## src/hw/network_setup_map.svh

```systemverilog
/*
 * Register offsets, field positions, reset values and counts of the
 * network setup configuration block.
 * Assumes byte addresses on a 32-bit APB, one register per aligned word.
 */
`ifndef NETWORK_SETUP_MAP_SVH
`define NETWORK_SETUP_MAP_SVH

// register byte offsets
`define NS_OFF_SETUP_ONE    12'h000
`define NS_OFF_LINK_CFG     12'h004
`define NS_OFF_NODE_ID      12'h008
`define NS_OFF_STATUS       12'h00C

// network_setup_one field positions
`define NS_S1_DRIVER_BIT    7
`define NS_S1_THRESH_BIT    6
`define NS_S1_RSVD_BIT      5
`define NS_S1_PROMISC_BIT   4
`define NS_S1_PRESCALE_HI   3
`define NS_S1_PRESCALE_LO   1
`define NS_S1_HALF_ARB_BIT  0

// link_cfg field positions
`define NS_LC_OPEN_LINE_BIT 0
`define NS_LC_MULT_HI       2
`define NS_LC_MULT_LO       1

// status field positions
`define NS_ST_EXCESS_BIT    0
`define NS_ST_COUNT_LO      8

// reset values
`define NS_SETUP_ONE_RESET  8'h00
`define NS_LINK_CFG_RESET   3'h0
`define NS_NODE_ID_RESET    8'h00

// refusal thresholds
`define NS_REFUSAL_FEW      8'h04
`define NS_REFUSAL_MANY     8'h80

// prescaler: divisor is base shifted left by the code
`define NS_RATE_DIV_BASE    8'h08
`define NS_RATE_CODE_MAX    3'h4

// clock multiplier codes
`define NS_MULT_BYPASS      2'h0
`define NS_MULT_DOUBLE      2'h1

// arbitration divisors
`define NS_ARB_DIV_FULL     8'h01
`define NS_ARB_DIV_HALF     8'h02

`endif

```

## src/hw/network_setup_pkg.sv

```systemverilog
/*
 * Types and shared decode for the network setup configuration block.
 * Assumes network_setup_map.svh is on the include path.
 */
`include "network_setup_map.svh"

package network_setup_pkg;

  typedef struct packed {
    logic       driver_push_pull;
    logic       refusal_threshold_select;
    logic       reserved;
    logic       promiscuous_receive;
    logic [2:0] rate_prescale_select;
    logic       half_speed_arbitration;
  } setup_one_t;

  typedef struct packed {
    logic       valid;
    logic [7:0] dest_id;
  } rx_req_t;

  typedef struct packed {
    logic accept;
    logic send_ack;
  } rx_resp_t;

  typedef struct packed {
    logic o;
    logic oe;
  } line_pin_t;

  // codes above the documented range fall back to the slowest rate
  function automatic logic [7:0] rate_divisor(input logic [2:0] code);
    logic [2:0] c;
    c = (code > `NS_RATE_CODE_MAX) ? `NS_RATE_CODE_MAX : code;
    return 8'(`NS_RATE_DIV_BASE << c);
  endfunction

endpackage

```

## src/hw/rate_divider.sv

```systemverilog
/*
 * Programmable tick generator: one-cycle tick every divisor enabled cycles.
 * Assumes divisor is at least 1; a divisor change restarts the count.
 */
`timescale 1ns/1ps

module rate_divider #(
  parameter int CNT_W = 8
) (
  // clock and reset
  input  wire logic             pclk,
  input  wire logic             presetn,
  input  wire logic             ce,
  // control
  input  wire logic [CNT_W-1:0] divisor,
  // output
  output logic                  tick_r
);

  logic [CNT_W-1:0] count_r;
  logic [CNT_W-1:0] divisor_r;

  always_ff @(posedge pclk or negedge presetn) begin
    if (!presetn) begin
      count_r   <= '0;
      divisor_r <= '0;
      tick_r    <= 1'b0;
    end else if (ce) begin
      divisor_r <= divisor;
      if (divisor != divisor_r || count_r >= divisor - CNT_W'(1)) begin
        count_r <= '0;
        tick_r  <= (divisor == divisor_r);
      end else begin
        count_r <= count_r + CNT_W'(1);
        tick_r  <= 1'b0;
      end
    end
  end

endmodule // rate_divider

```

## src/hw/network_setup_config.sv

```systemverilog
/*
 * Network setup configuration block: setup register, link configuration,
 * node identity and status over APB, plus the logic they steer: refusal
 * counting, receive filter, line driver, data-rate and arbitration ticks.
 * Assumes a single 10 MHz pclk and synchronous inputs from the core.
 * Read data and the error flag are captured in the setup cycle and stand
 * until the next setup; writes land at the access edge with no wait state.
 * The excess-refusal flag is write-one-to-clear, and a new excess in the
 * clearing cycle wins. Both ticks run at pclk rate: the doubled clock is
 * only reported, so software still owns the prescaler and arbitration
 * limits that go with a faster core clock.
 */
// Notes on behaviour
// - bit 7 picks push-pull when set, open-drain when clear, clear at reset.
// - with bit 6 set the excess-refusal flag sets after four refusals.
// - with bit 6 clear, its reset state, the flag sets after 128 refusals.
// - bit 4 accepts every valid packet whatever its destination, reset clear.
// - in promiscuous receive only packets addressed to our node are acknowledged.
// - bits 3..1 divide the core clock by 8, 16, 32, 64 or 128 for codes 0 to 4.
// - the prescaler resets to code 000, the fastest rate.
// - the slowest rate is the divide-by-128 setting.
// - bit 0 halves the memory arbitration clock, reset clear.
// - a separate bit selects open-line signaling, where the driver choice applies.
// - multiplier code 01 gives a doubled core clock, code 00 keeps it undivided.
`timescale 1ns/1ps
`include "network_setup_map.svh"

module network_setup_config #(
  parameter int ADDR_W = 12,
  parameter int CNT_W  = 8
) (
  // clock, reset, enable
  input  wire logic                         pclk,
  input  wire logic                         presetn,
  input  wire logic                         ce,
  // apb slave
  input  wire logic                         psel,
  input  wire logic                         penable,
  input  wire logic                         pwrite,
  input  wire logic [ADDR_W-1:0]            paddr,
  input  wire logic [31:0]                  pwdata,
  output logic [31:0]                       prdata,
  output logic                              pready,
  output logic                              pslverr,
  // refusal events from the token logic
  input  wire logic                         refusal_seen,
  input  wire logic                         enquiry_answered,
  // receive filter
  input  wire network_setup_pkg::rx_req_t   rx_req,
  output network_setup_pkg::rx_resp_t       rx_resp,
  // line driver
  input  wire logic                         tx_pulse,
  output network_setup_pkg::line_pin_t      first_line_output,
  // clocking controls
  output logic                              rate_tick,
  output logic                              arb_tick,
  output logic [1:0]                        clock_multiplier_select,
  output logic                              core_clock_doubled,
  // flags
  output logic                              excess_refusal_flag
);

  network_setup_pkg::setup_one_t setup_r;
  logic                          open_line_r;
  logic [1:0]                    mult_r;
  logic [7:0]                    node_id_r;
  logic                          excess_r;
  logic [CNT_W-1:0]              refusal_cnt_r;
  logic [31:0]                   prdata_r;
  logic                          pslverr_r;
  logic                          accept_r;
  logic                          send_ack_r;
  logic                          line_o_r;
  logic                          line_oe_r;

  logic             setup_phase;
  logic             wr_en;
  logic [3:0]       reg_sel;
  logic             mapped;
  logic [CNT_W-1:0] threshold;
  logic             excess_clr;
  logic [7:0]       rate_div;
  logic [7:0]       arb_div;
  logic             count_full;

  // dividers: index 0 data rate, index 1 arbitration
  localparam int TICKS = 2;
  logic [7:0]       div_sel [TICKS];
  logic [TICKS-1:0] tick_sel;

  // address decode, one hot over the four words
  function automatic logic [3:0] decode(input logic [ADDR_W-1:0] a);
    logic [3:0] s;
    s = 4'h0;
    if (a == ADDR_W'(`NS_OFF_SETUP_ONE)) begin
      s[0] = 1'b1;
    end else if (a == ADDR_W'(`NS_OFF_LINK_CFG)) begin
      s[1] = 1'b1;
    end else if (a == ADDR_W'(`NS_OFF_NODE_ID)) begin
      s[2] = 1'b1;
    end else if (a == ADDR_W'(`NS_OFF_STATUS)) begin
      s[3] = 1'b1;
    end
    return s;
  endfunction

  // destination match, shared by the accept and acknowledge paths
  function automatic logic for_this_node(input logic [7:0] dest, input logic [7:0] own);
    return dest == own;
  endfunction

  assign setup_phase = psel && !penable;
  assign reg_sel     = decode(paddr);
  assign mapped      = |reg_sel;
  // no wait state: read data is latched in setup, so access answers at once;
  // ce low stretches the access phase rather than dropping the transfer
  assign pready      = psel && penable && ce;
  // a write lands only on a mapped word, at the access edge
  assign wr_en       = pready && pwrite && mapped;
  assign prdata      = prdata_r;
  assign pslverr     = pslverr_r;

  // error captured during the setup cycle, stands through the access phase
  always_ff @(posedge pclk or negedge presetn) begin
    if (!presetn) begin
      pslverr_r <= 1'b0;
    end else if (ce && setup_phase) begin
      pslverr_r <= !mapped;
    end
  end

  // read data captured during the setup cycle, upper bits read zero
  always_ff @(posedge pclk or negedge presetn) begin
    if (!presetn) begin
      prdata_r <= 32'h0000_0000;
    end else if (ce && setup_phase) begin
      prdata_r <= 32'h0000_0000;
      if (!pwrite) begin
        if (reg_sel[0]) begin
          prdata_r[7:0] <= setup_r;
        end else if (reg_sel[1]) begin
          prdata_r[`NS_LC_OPEN_LINE_BIT]        <= open_line_r;
          prdata_r[`NS_LC_MULT_HI:`NS_LC_MULT_LO] <= mult_r;
        end else if (reg_sel[2]) begin
          prdata_r[7:0] <= node_id_r;
        end else if (reg_sel[3]) begin
          prdata_r[`NS_ST_EXCESS_BIT] <= excess_r;
          prdata_r[`NS_ST_COUNT_LO +: CNT_W] <= refusal_cnt_r;
        end
      end
    end
  end

  // setup register; reserved bit is held at zero whatever is written
  always_ff @(posedge pclk or negedge presetn) begin
    if (!presetn) begin
      setup_r <= `NS_SETUP_ONE_RESET;
    end else if (ce && wr_en && reg_sel[0]) begin
      setup_r.driver_push_pull         <= pwdata[`NS_S1_DRIVER_BIT];
      setup_r.refusal_threshold_select <= pwdata[`NS_S1_THRESH_BIT];
      setup_r.reserved                 <= 1'b0;
      setup_r.promiscuous_receive      <= pwdata[`NS_S1_PROMISC_BIT];
      setup_r.rate_prescale_select     <= pwdata[`NS_S1_PRESCALE_HI:`NS_S1_PRESCALE_LO];
      setup_r.half_speed_arbitration   <= pwdata[`NS_S1_HALF_ARB_BIT];
    end
  end

  // link configuration
  always_ff @(posedge pclk or negedge presetn) begin
    if (!presetn) begin
      open_line_r <= 1'b0;
      mult_r      <= `NS_MULT_BYPASS;
    end else if (ce && wr_en && reg_sel[1]) begin
      open_line_r <= pwdata[`NS_LC_OPEN_LINE_BIT];
      mult_r      <= pwdata[`NS_LC_MULT_HI:`NS_LC_MULT_LO];
    end
  end

  // node identity, compared against every received destination
  always_ff @(posedge pclk or negedge presetn) begin
    if (!presetn) begin
      node_id_r <= `NS_NODE_ID_RESET;
    end else if (ce && wr_en && reg_sel[2]) begin
      node_id_r <= pwdata[7:0];
    end
  end

  // threshold follows bit 6 live; a lowered one is judged at the next edge
  assign threshold  = setup_r.refusal_threshold_select ?
                      CNT_W'(`NS_REFUSAL_FEW) : CNT_W'(`NS_REFUSAL_MANY);
  assign excess_clr = wr_en && reg_sel[3] && pwdata[`NS_ST_EXCESS_BIT];
  // one compare shared by the saturating count and the flag
  assign count_full = refusal_cnt_r >= threshold;

  // refusal count saturates at the threshold so it cannot wrap past it;
  // an answered enquiry restarts the count even in a refusal cycle
  always_ff @(posedge pclk or negedge presetn) begin
    if (!presetn) begin
      refusal_cnt_r <= '0;
    end else if (ce) begin
      if (enquiry_answered) begin
        refusal_cnt_r <= '0;
      end else if (refusal_seen && !count_full) begin
        refusal_cnt_r <= refusal_cnt_r + CNT_W'(1);
      end
    end
  end

  // sticky flag: a new excess in the clearing cycle keeps it set
  always_ff @(posedge pclk or negedge presetn) begin
    if (!presetn) begin
      excess_r <= 1'b0;
    end else if (ce) begin
      if (count_full) begin
        excess_r <= 1'b1;
      end else if (excess_clr) begin
        excess_r <= 1'b0;
      end
    end
  end

  assign excess_refusal_flag = excess_r;

  // receive filter: accept decided one cycle after the request
  always_ff @(posedge pclk or negedge presetn) begin
    if (!presetn) begin
      accept_r <= 1'b0;
    end else if (ce) begin
      accept_r <= rx_req.valid &&
                  (setup_r.promiscuous_receive ||
                   for_this_node(rx_req.dest_id, node_id_r));
    end
  end

  // acknowledge ignores promiscuous receive: only our own packets are answered
  always_ff @(posedge pclk or negedge presetn) begin
    if (!presetn) begin
      send_ack_r <= 1'b0;
    end else if (ce) begin
      send_ack_r <= rx_req.valid && for_this_node(rx_req.dest_id, node_id_r);
    end
  end

  assign rx_resp = '{accept: accept_r, send_ack: send_ack_r};

  // line level; open-drain only ever pulls the pin low
  always_ff @(posedge pclk or negedge presetn) begin
    if (!presetn) begin
      line_o_r <= 1'b0;
    end else if (ce) begin
      if (open_line_r && !setup_r.driver_push_pull) begin
        line_o_r <= 1'b0;
      end else begin
        line_o_r <= tx_pulse;
      end
    end
  end

  // line enable; open-drain releases the pin between pulses
  always_ff @(posedge pclk or negedge presetn) begin
    if (!presetn) begin
      line_oe_r <= 1'b0;
    end else if (ce) begin
      if (open_line_r && !setup_r.driver_push_pull) begin
        line_oe_r <= tx_pulse;
      end else begin
        line_oe_r <= 1'b1;
      end
    end
  end

  assign first_line_output = '{o: line_o_r, oe: line_oe_r};

  // data rate and arbitration ticks; codes above 4 clamp to divide by 128
  assign rate_div = network_setup_pkg::rate_divisor(setup_r.rate_prescale_select);
  assign arb_div  = setup_r.half_speed_arbitration ?
                    `NS_ARB_DIV_HALF : `NS_ARB_DIV_FULL;
  assign div_sel  = '{rate_div, arb_div};

  // each divider restarts only on a change of its own divisor
  for (genvar i = 0; i < TICKS; i++) begin : g_tick
    rate_divider #(
      .CNT_W   (8)
    ) u_div (
      .pclk    (pclk),
      .presetn (presetn),
      .ce      (ce),
      .divisor (div_sel[i]),
      .tick_r  (tick_sel[i])
    );
  end

  assign rate_tick = tick_sel[0];
  assign arb_tick  = tick_sel[1];
  assign clock_multiplier_select = mult_r;
  assign core_clock_doubled      = (mult_r == `NS_MULT_DOUBLE);

endmodule // network_setup_config

```

## config.mk

```make
export PLATFORM = sky130hd
export DESIGN_NAME = network_setup_config
export DESIGN_NICKNAME = d
export VERILOG_FILES = /design/src/hw/network_setup_pkg.sv /design/src/hw/rate_divider.sv /design/src/hw/network_setup_config.sv
export VERILOG_INCLUDE_DIRS = /design/src /design/src/hw
export SDC_FILE = /design/constraint.sdc
export NUM_CORES = 1
export LEC_CHECK = 0
export BUFFER_PORTS_ARGS = -buffer_cell sky130_fd_sc_hd__clkbuf_2
export CAP_MARGIN = 10
export CORE_ASPECT_RATIO = 0.7
export CORE_MARGIN = 2
export CORE_UTILIZATION = 48
export CTS_CLUSTER_DIAMETER = 120
export DETAILED_ROUTE_END_ITERATION = 10
export PLACE_DENSITY = 0.77
export SYNTH_ARGS = -nofsm -noshare
export SYNTH_HDL_FRONTEND = slang
export SYNTH_SLANG_ARGS = --single-unit
```

## constraint.sdc

```tcl
create_clock -name pclk -period 2.4 [get_ports pclk]
set_clock_uncertainty 0.05 [all_clocks]
set_input_delay 0.12 -clock pclk [delete_from_list [all_inputs] [get_ports pclk]]
set_output_delay 0.12 -clock pclk [all_outputs]
set_load 0.03 [all_outputs]
```

==> metrics.txt <==
status finished, final reports clean; commonest non-fill, non-tap cell in the layout dfrtp_1; compound-cell area share of the yosys netlist 0.119; pin count of the biggest net entering global routing between 50 and 60; Slew Limit Headroom 0.485; commonest cells after routing, fill and taps aside dfrtp_1 (73), clkbuf_2 (64), o21ai_0 (25), inv_1 (24), nor2_1 (24); via count between 3000 and 4000; global placer's final weighted congestion 0.833; Design Power approximately 3.4 mW; Reg clk slew, reported paths approximately 60 ps; Post-synth top flop dfrtp_1; drt wl/cell between 15 and 20 um; Final nets approximately 520; register area about 1800 um2; Final Hold Vio Count 0; Achievable Freq 427 MHz; main combinational cell family by area after synthesis simple AND/OR/NAND/NOR gates; vias in the first global route 3000; unrepaired setup endpoints after global routing true; maximum vdd drop about 430 uV; Worst EP required 2550 ps; Post-Syn Instances about 370; clock tree sinks 73; DRC 0; post-synthesis adder-cell area fraction 0.0389; Clock Path Buffers 2; die area 8790 um2; First DRT Iteration DRCs 143; gr usage total 0.209; grt total ovfl 0; placed insts roughly 540; Synth warnings 0; period utilization 0.976; mapped cell area about 3900 um2; Area Overhead vs Synth 21.0%; total power per unit cell area around 730 nW/um2; post-route insts no fill 555; final core occ 0.596; Period minus WS final 2340 ps; Avg Inst Size Synth roughly 10 um2; Seq/Total Area, Yosys 0.473; n_diodes 0; DP Wirelength between 6000 and 7000 um; nature of the critical path endpoint register; XOR/XNOR share of the synthesized area 0.0317; Worst-Margin Slew between 700 and 800 ps; multi-input combinational cell area ~1800 um2; DIE WIDTH about 110 um; Cell Rows 27; worst path arrival time ~2500 ps; IO Port Bufs between 60 and 70; hold_ws 6.01 ps; share of layout cells above drive strength 1 0.289; P_leak roughly 2.3 nW; # IOs between 100 and 150; setup violators final 0; Starting Density 0.493; max-capacitance violation count 0; DR vias/cell approximately 5.5; TritonCTS buffer count 9; CP max FO 5; Post-Synth Simple-Gate Area 0.165; WL final between 8000 and 9000 um; Min-Delay Path Class primary input to register; global-route wire length before repair between 10000 and 15000 um; clk root buf clkbuf_16; mux cell area share after synthesis 0.0939; core box area 7840 um2; fill cell count 626; Yosys reg bits between 70 and 80; DRT Pass-1 Iters 4; CP startpoint kind register; CTS tree yes; clock insertion delay at the later pin of the skew report approximately 330 ps; Die H 79.1 um; CTS H-Tree Depth 3; number of flops mapped to enable cells by yosys 0; Crit Path Category register to register; Post-DRT Antenna Nets 0; initial antenna violation count 0; ys async rst share 1.00; Yosys cell types 52; Max Slew Vio Count 0
[cells by family (layout without fill, tap and decap cells)]
group,Yosys count,in the layout
buf+inv,59,125
compound gates,70,70
other cells,2,17
simple gates,112,112
mux,31,31
xor+xnor,14,14
fa+ha+maj,12,12
flops,73,73
[critical path, cell delays in order, from the launching register on]
cell	delay [ps]
dfrtp_1	390
inv_2	60
ha_1	130
or4b_4	460
or4_4	550
a2111oi_4	360
xnor2_1	170
nor2_1	60
[synthesized netlist by cell type, drive strengths merged, types with 2 or more instances]
library cell	instances	area share
dfrtp	73	0.47
inv	25	0.024
nor2	25	0.026
o21ai	25	0.032
mux2	23	0.070
nand2	22	0.021
buf	21	0.040
clkbuf	13	0.013
ha	12	0.039
nand3	11	0.014
xnor2	11	0.025
and3	9	0.015
a21oi	8	0.010
a22o	8	0.018
mux2i	7	0.018
nand3b	6	0.012
a211oi	5	0.0097
nor2b	5	0.0081
o22ai	5	0.0081
or4	5	0.012
nand2b	4	0.0065
nand4	4	0.0065
nor3b	4	0.0078
o211ai	4	0.0078
or3	4	0.0065
a31oi	3	0.0049
nor3	3	0.0052
nor4	3	0.0087
o31ai	3	0.0058
xor2	3	0.0068
a21o	2	0.0039
and2	2	0.0032
conb	2	0.0019
o221ai	2	0.0045
or4b	2	0.0062
[per-layer routing]
metal | global-route usage | vias up | part of all wire
met5 | 0 | - | 0
met4 | 0.0716 | 0 | 0.015
met3 | 0.0641 | 12 | 0.067
met2 | 0.334 | 104 | 0.47
met1 | 0.275 | 1495 | 0.45
li1 | - | 1436 | -
[per-stage QoR]
| step | instance area (um2) | setup WS, ps | setup TNS [ps] |
|---|---|---|---|
| final | 4670 | 58.5 | 0 |
| after global routing | 4670 | -0.669 | -0.669 |
| after CTS | 4670 | 53.5 | 0 |
| after detailed placement | 4290 | -15.0 | -15.0 |
| after global placement | 4290 | 54.8 | 0 |
| after floorplan | 3920 | 28.7 | 0 |
[sequential cells by signal (all words and copies together), names as in the netlist]
register / flops
clock_multiplier_select: 2
g_tick.u_div.count_r: 16
g_tick.u_div.tick_r: 2
accept_r: 1
send_ack_r: 1
setup_r: 7
prdata: 16
g_tick.u_div.divisor_r: 7
node_id_r: 8
excess_refusal_flag: 1
pslverr: 1
line_o_r: 1
open_line_r: 1
line_oe_r: 1
refusal_cnt_r: 8
[path summary, 6_finish.rpt]
path,start,end,slack (ps),cells past startpoint
max in group asynchronous,presetn,setup_r[1],1390,3
setup / recovery,refusal_cnt_r[2],refusal_cnt_r[6],60,7
hold reg to reg,prdata[3],prdata[3],440,2
setup reg to reg,refusal_cnt_r[2],refusal_cnt_r[6],60,7
hold / removal,pwdata[3],node_id_r[3],6,2
min in group asynchronous,presetn,g_tick[1].u_div.tick_r,260,2
[timing repair]
item / 4_1_cts / 5_1_grt
endpoints found under the setup margin: 2 / 4
buffers inserted: 0 / 0
hold endpoints to repair: 27 / 0
hold buffers: 5 / 0
resized for setup: 2 / 2
pin swaps: 0 / 0
[where the power goes]
| part | switching [mW] | internal [mW] | leakage, nW |
|---|---|---|---|
| sequential | 0.0931 | 1.32 | 0.975 |
| combinational | 0.356 | 0.248 | 1.16 |
| clock | 0.495 | 0.900 | 0.155 |
[area by class of cell]
class	instances	share of cell area
repair buffers	85	0.107
clock inverters	6	0.0179
multi-input cells	256	0.389
flip-flops and latches	73	0.391
inverters	25	0.0201
clock buffers	9	0.0482
well taps	101	0.0270
No activity file was read; power rests on OpenSTA's default activity.
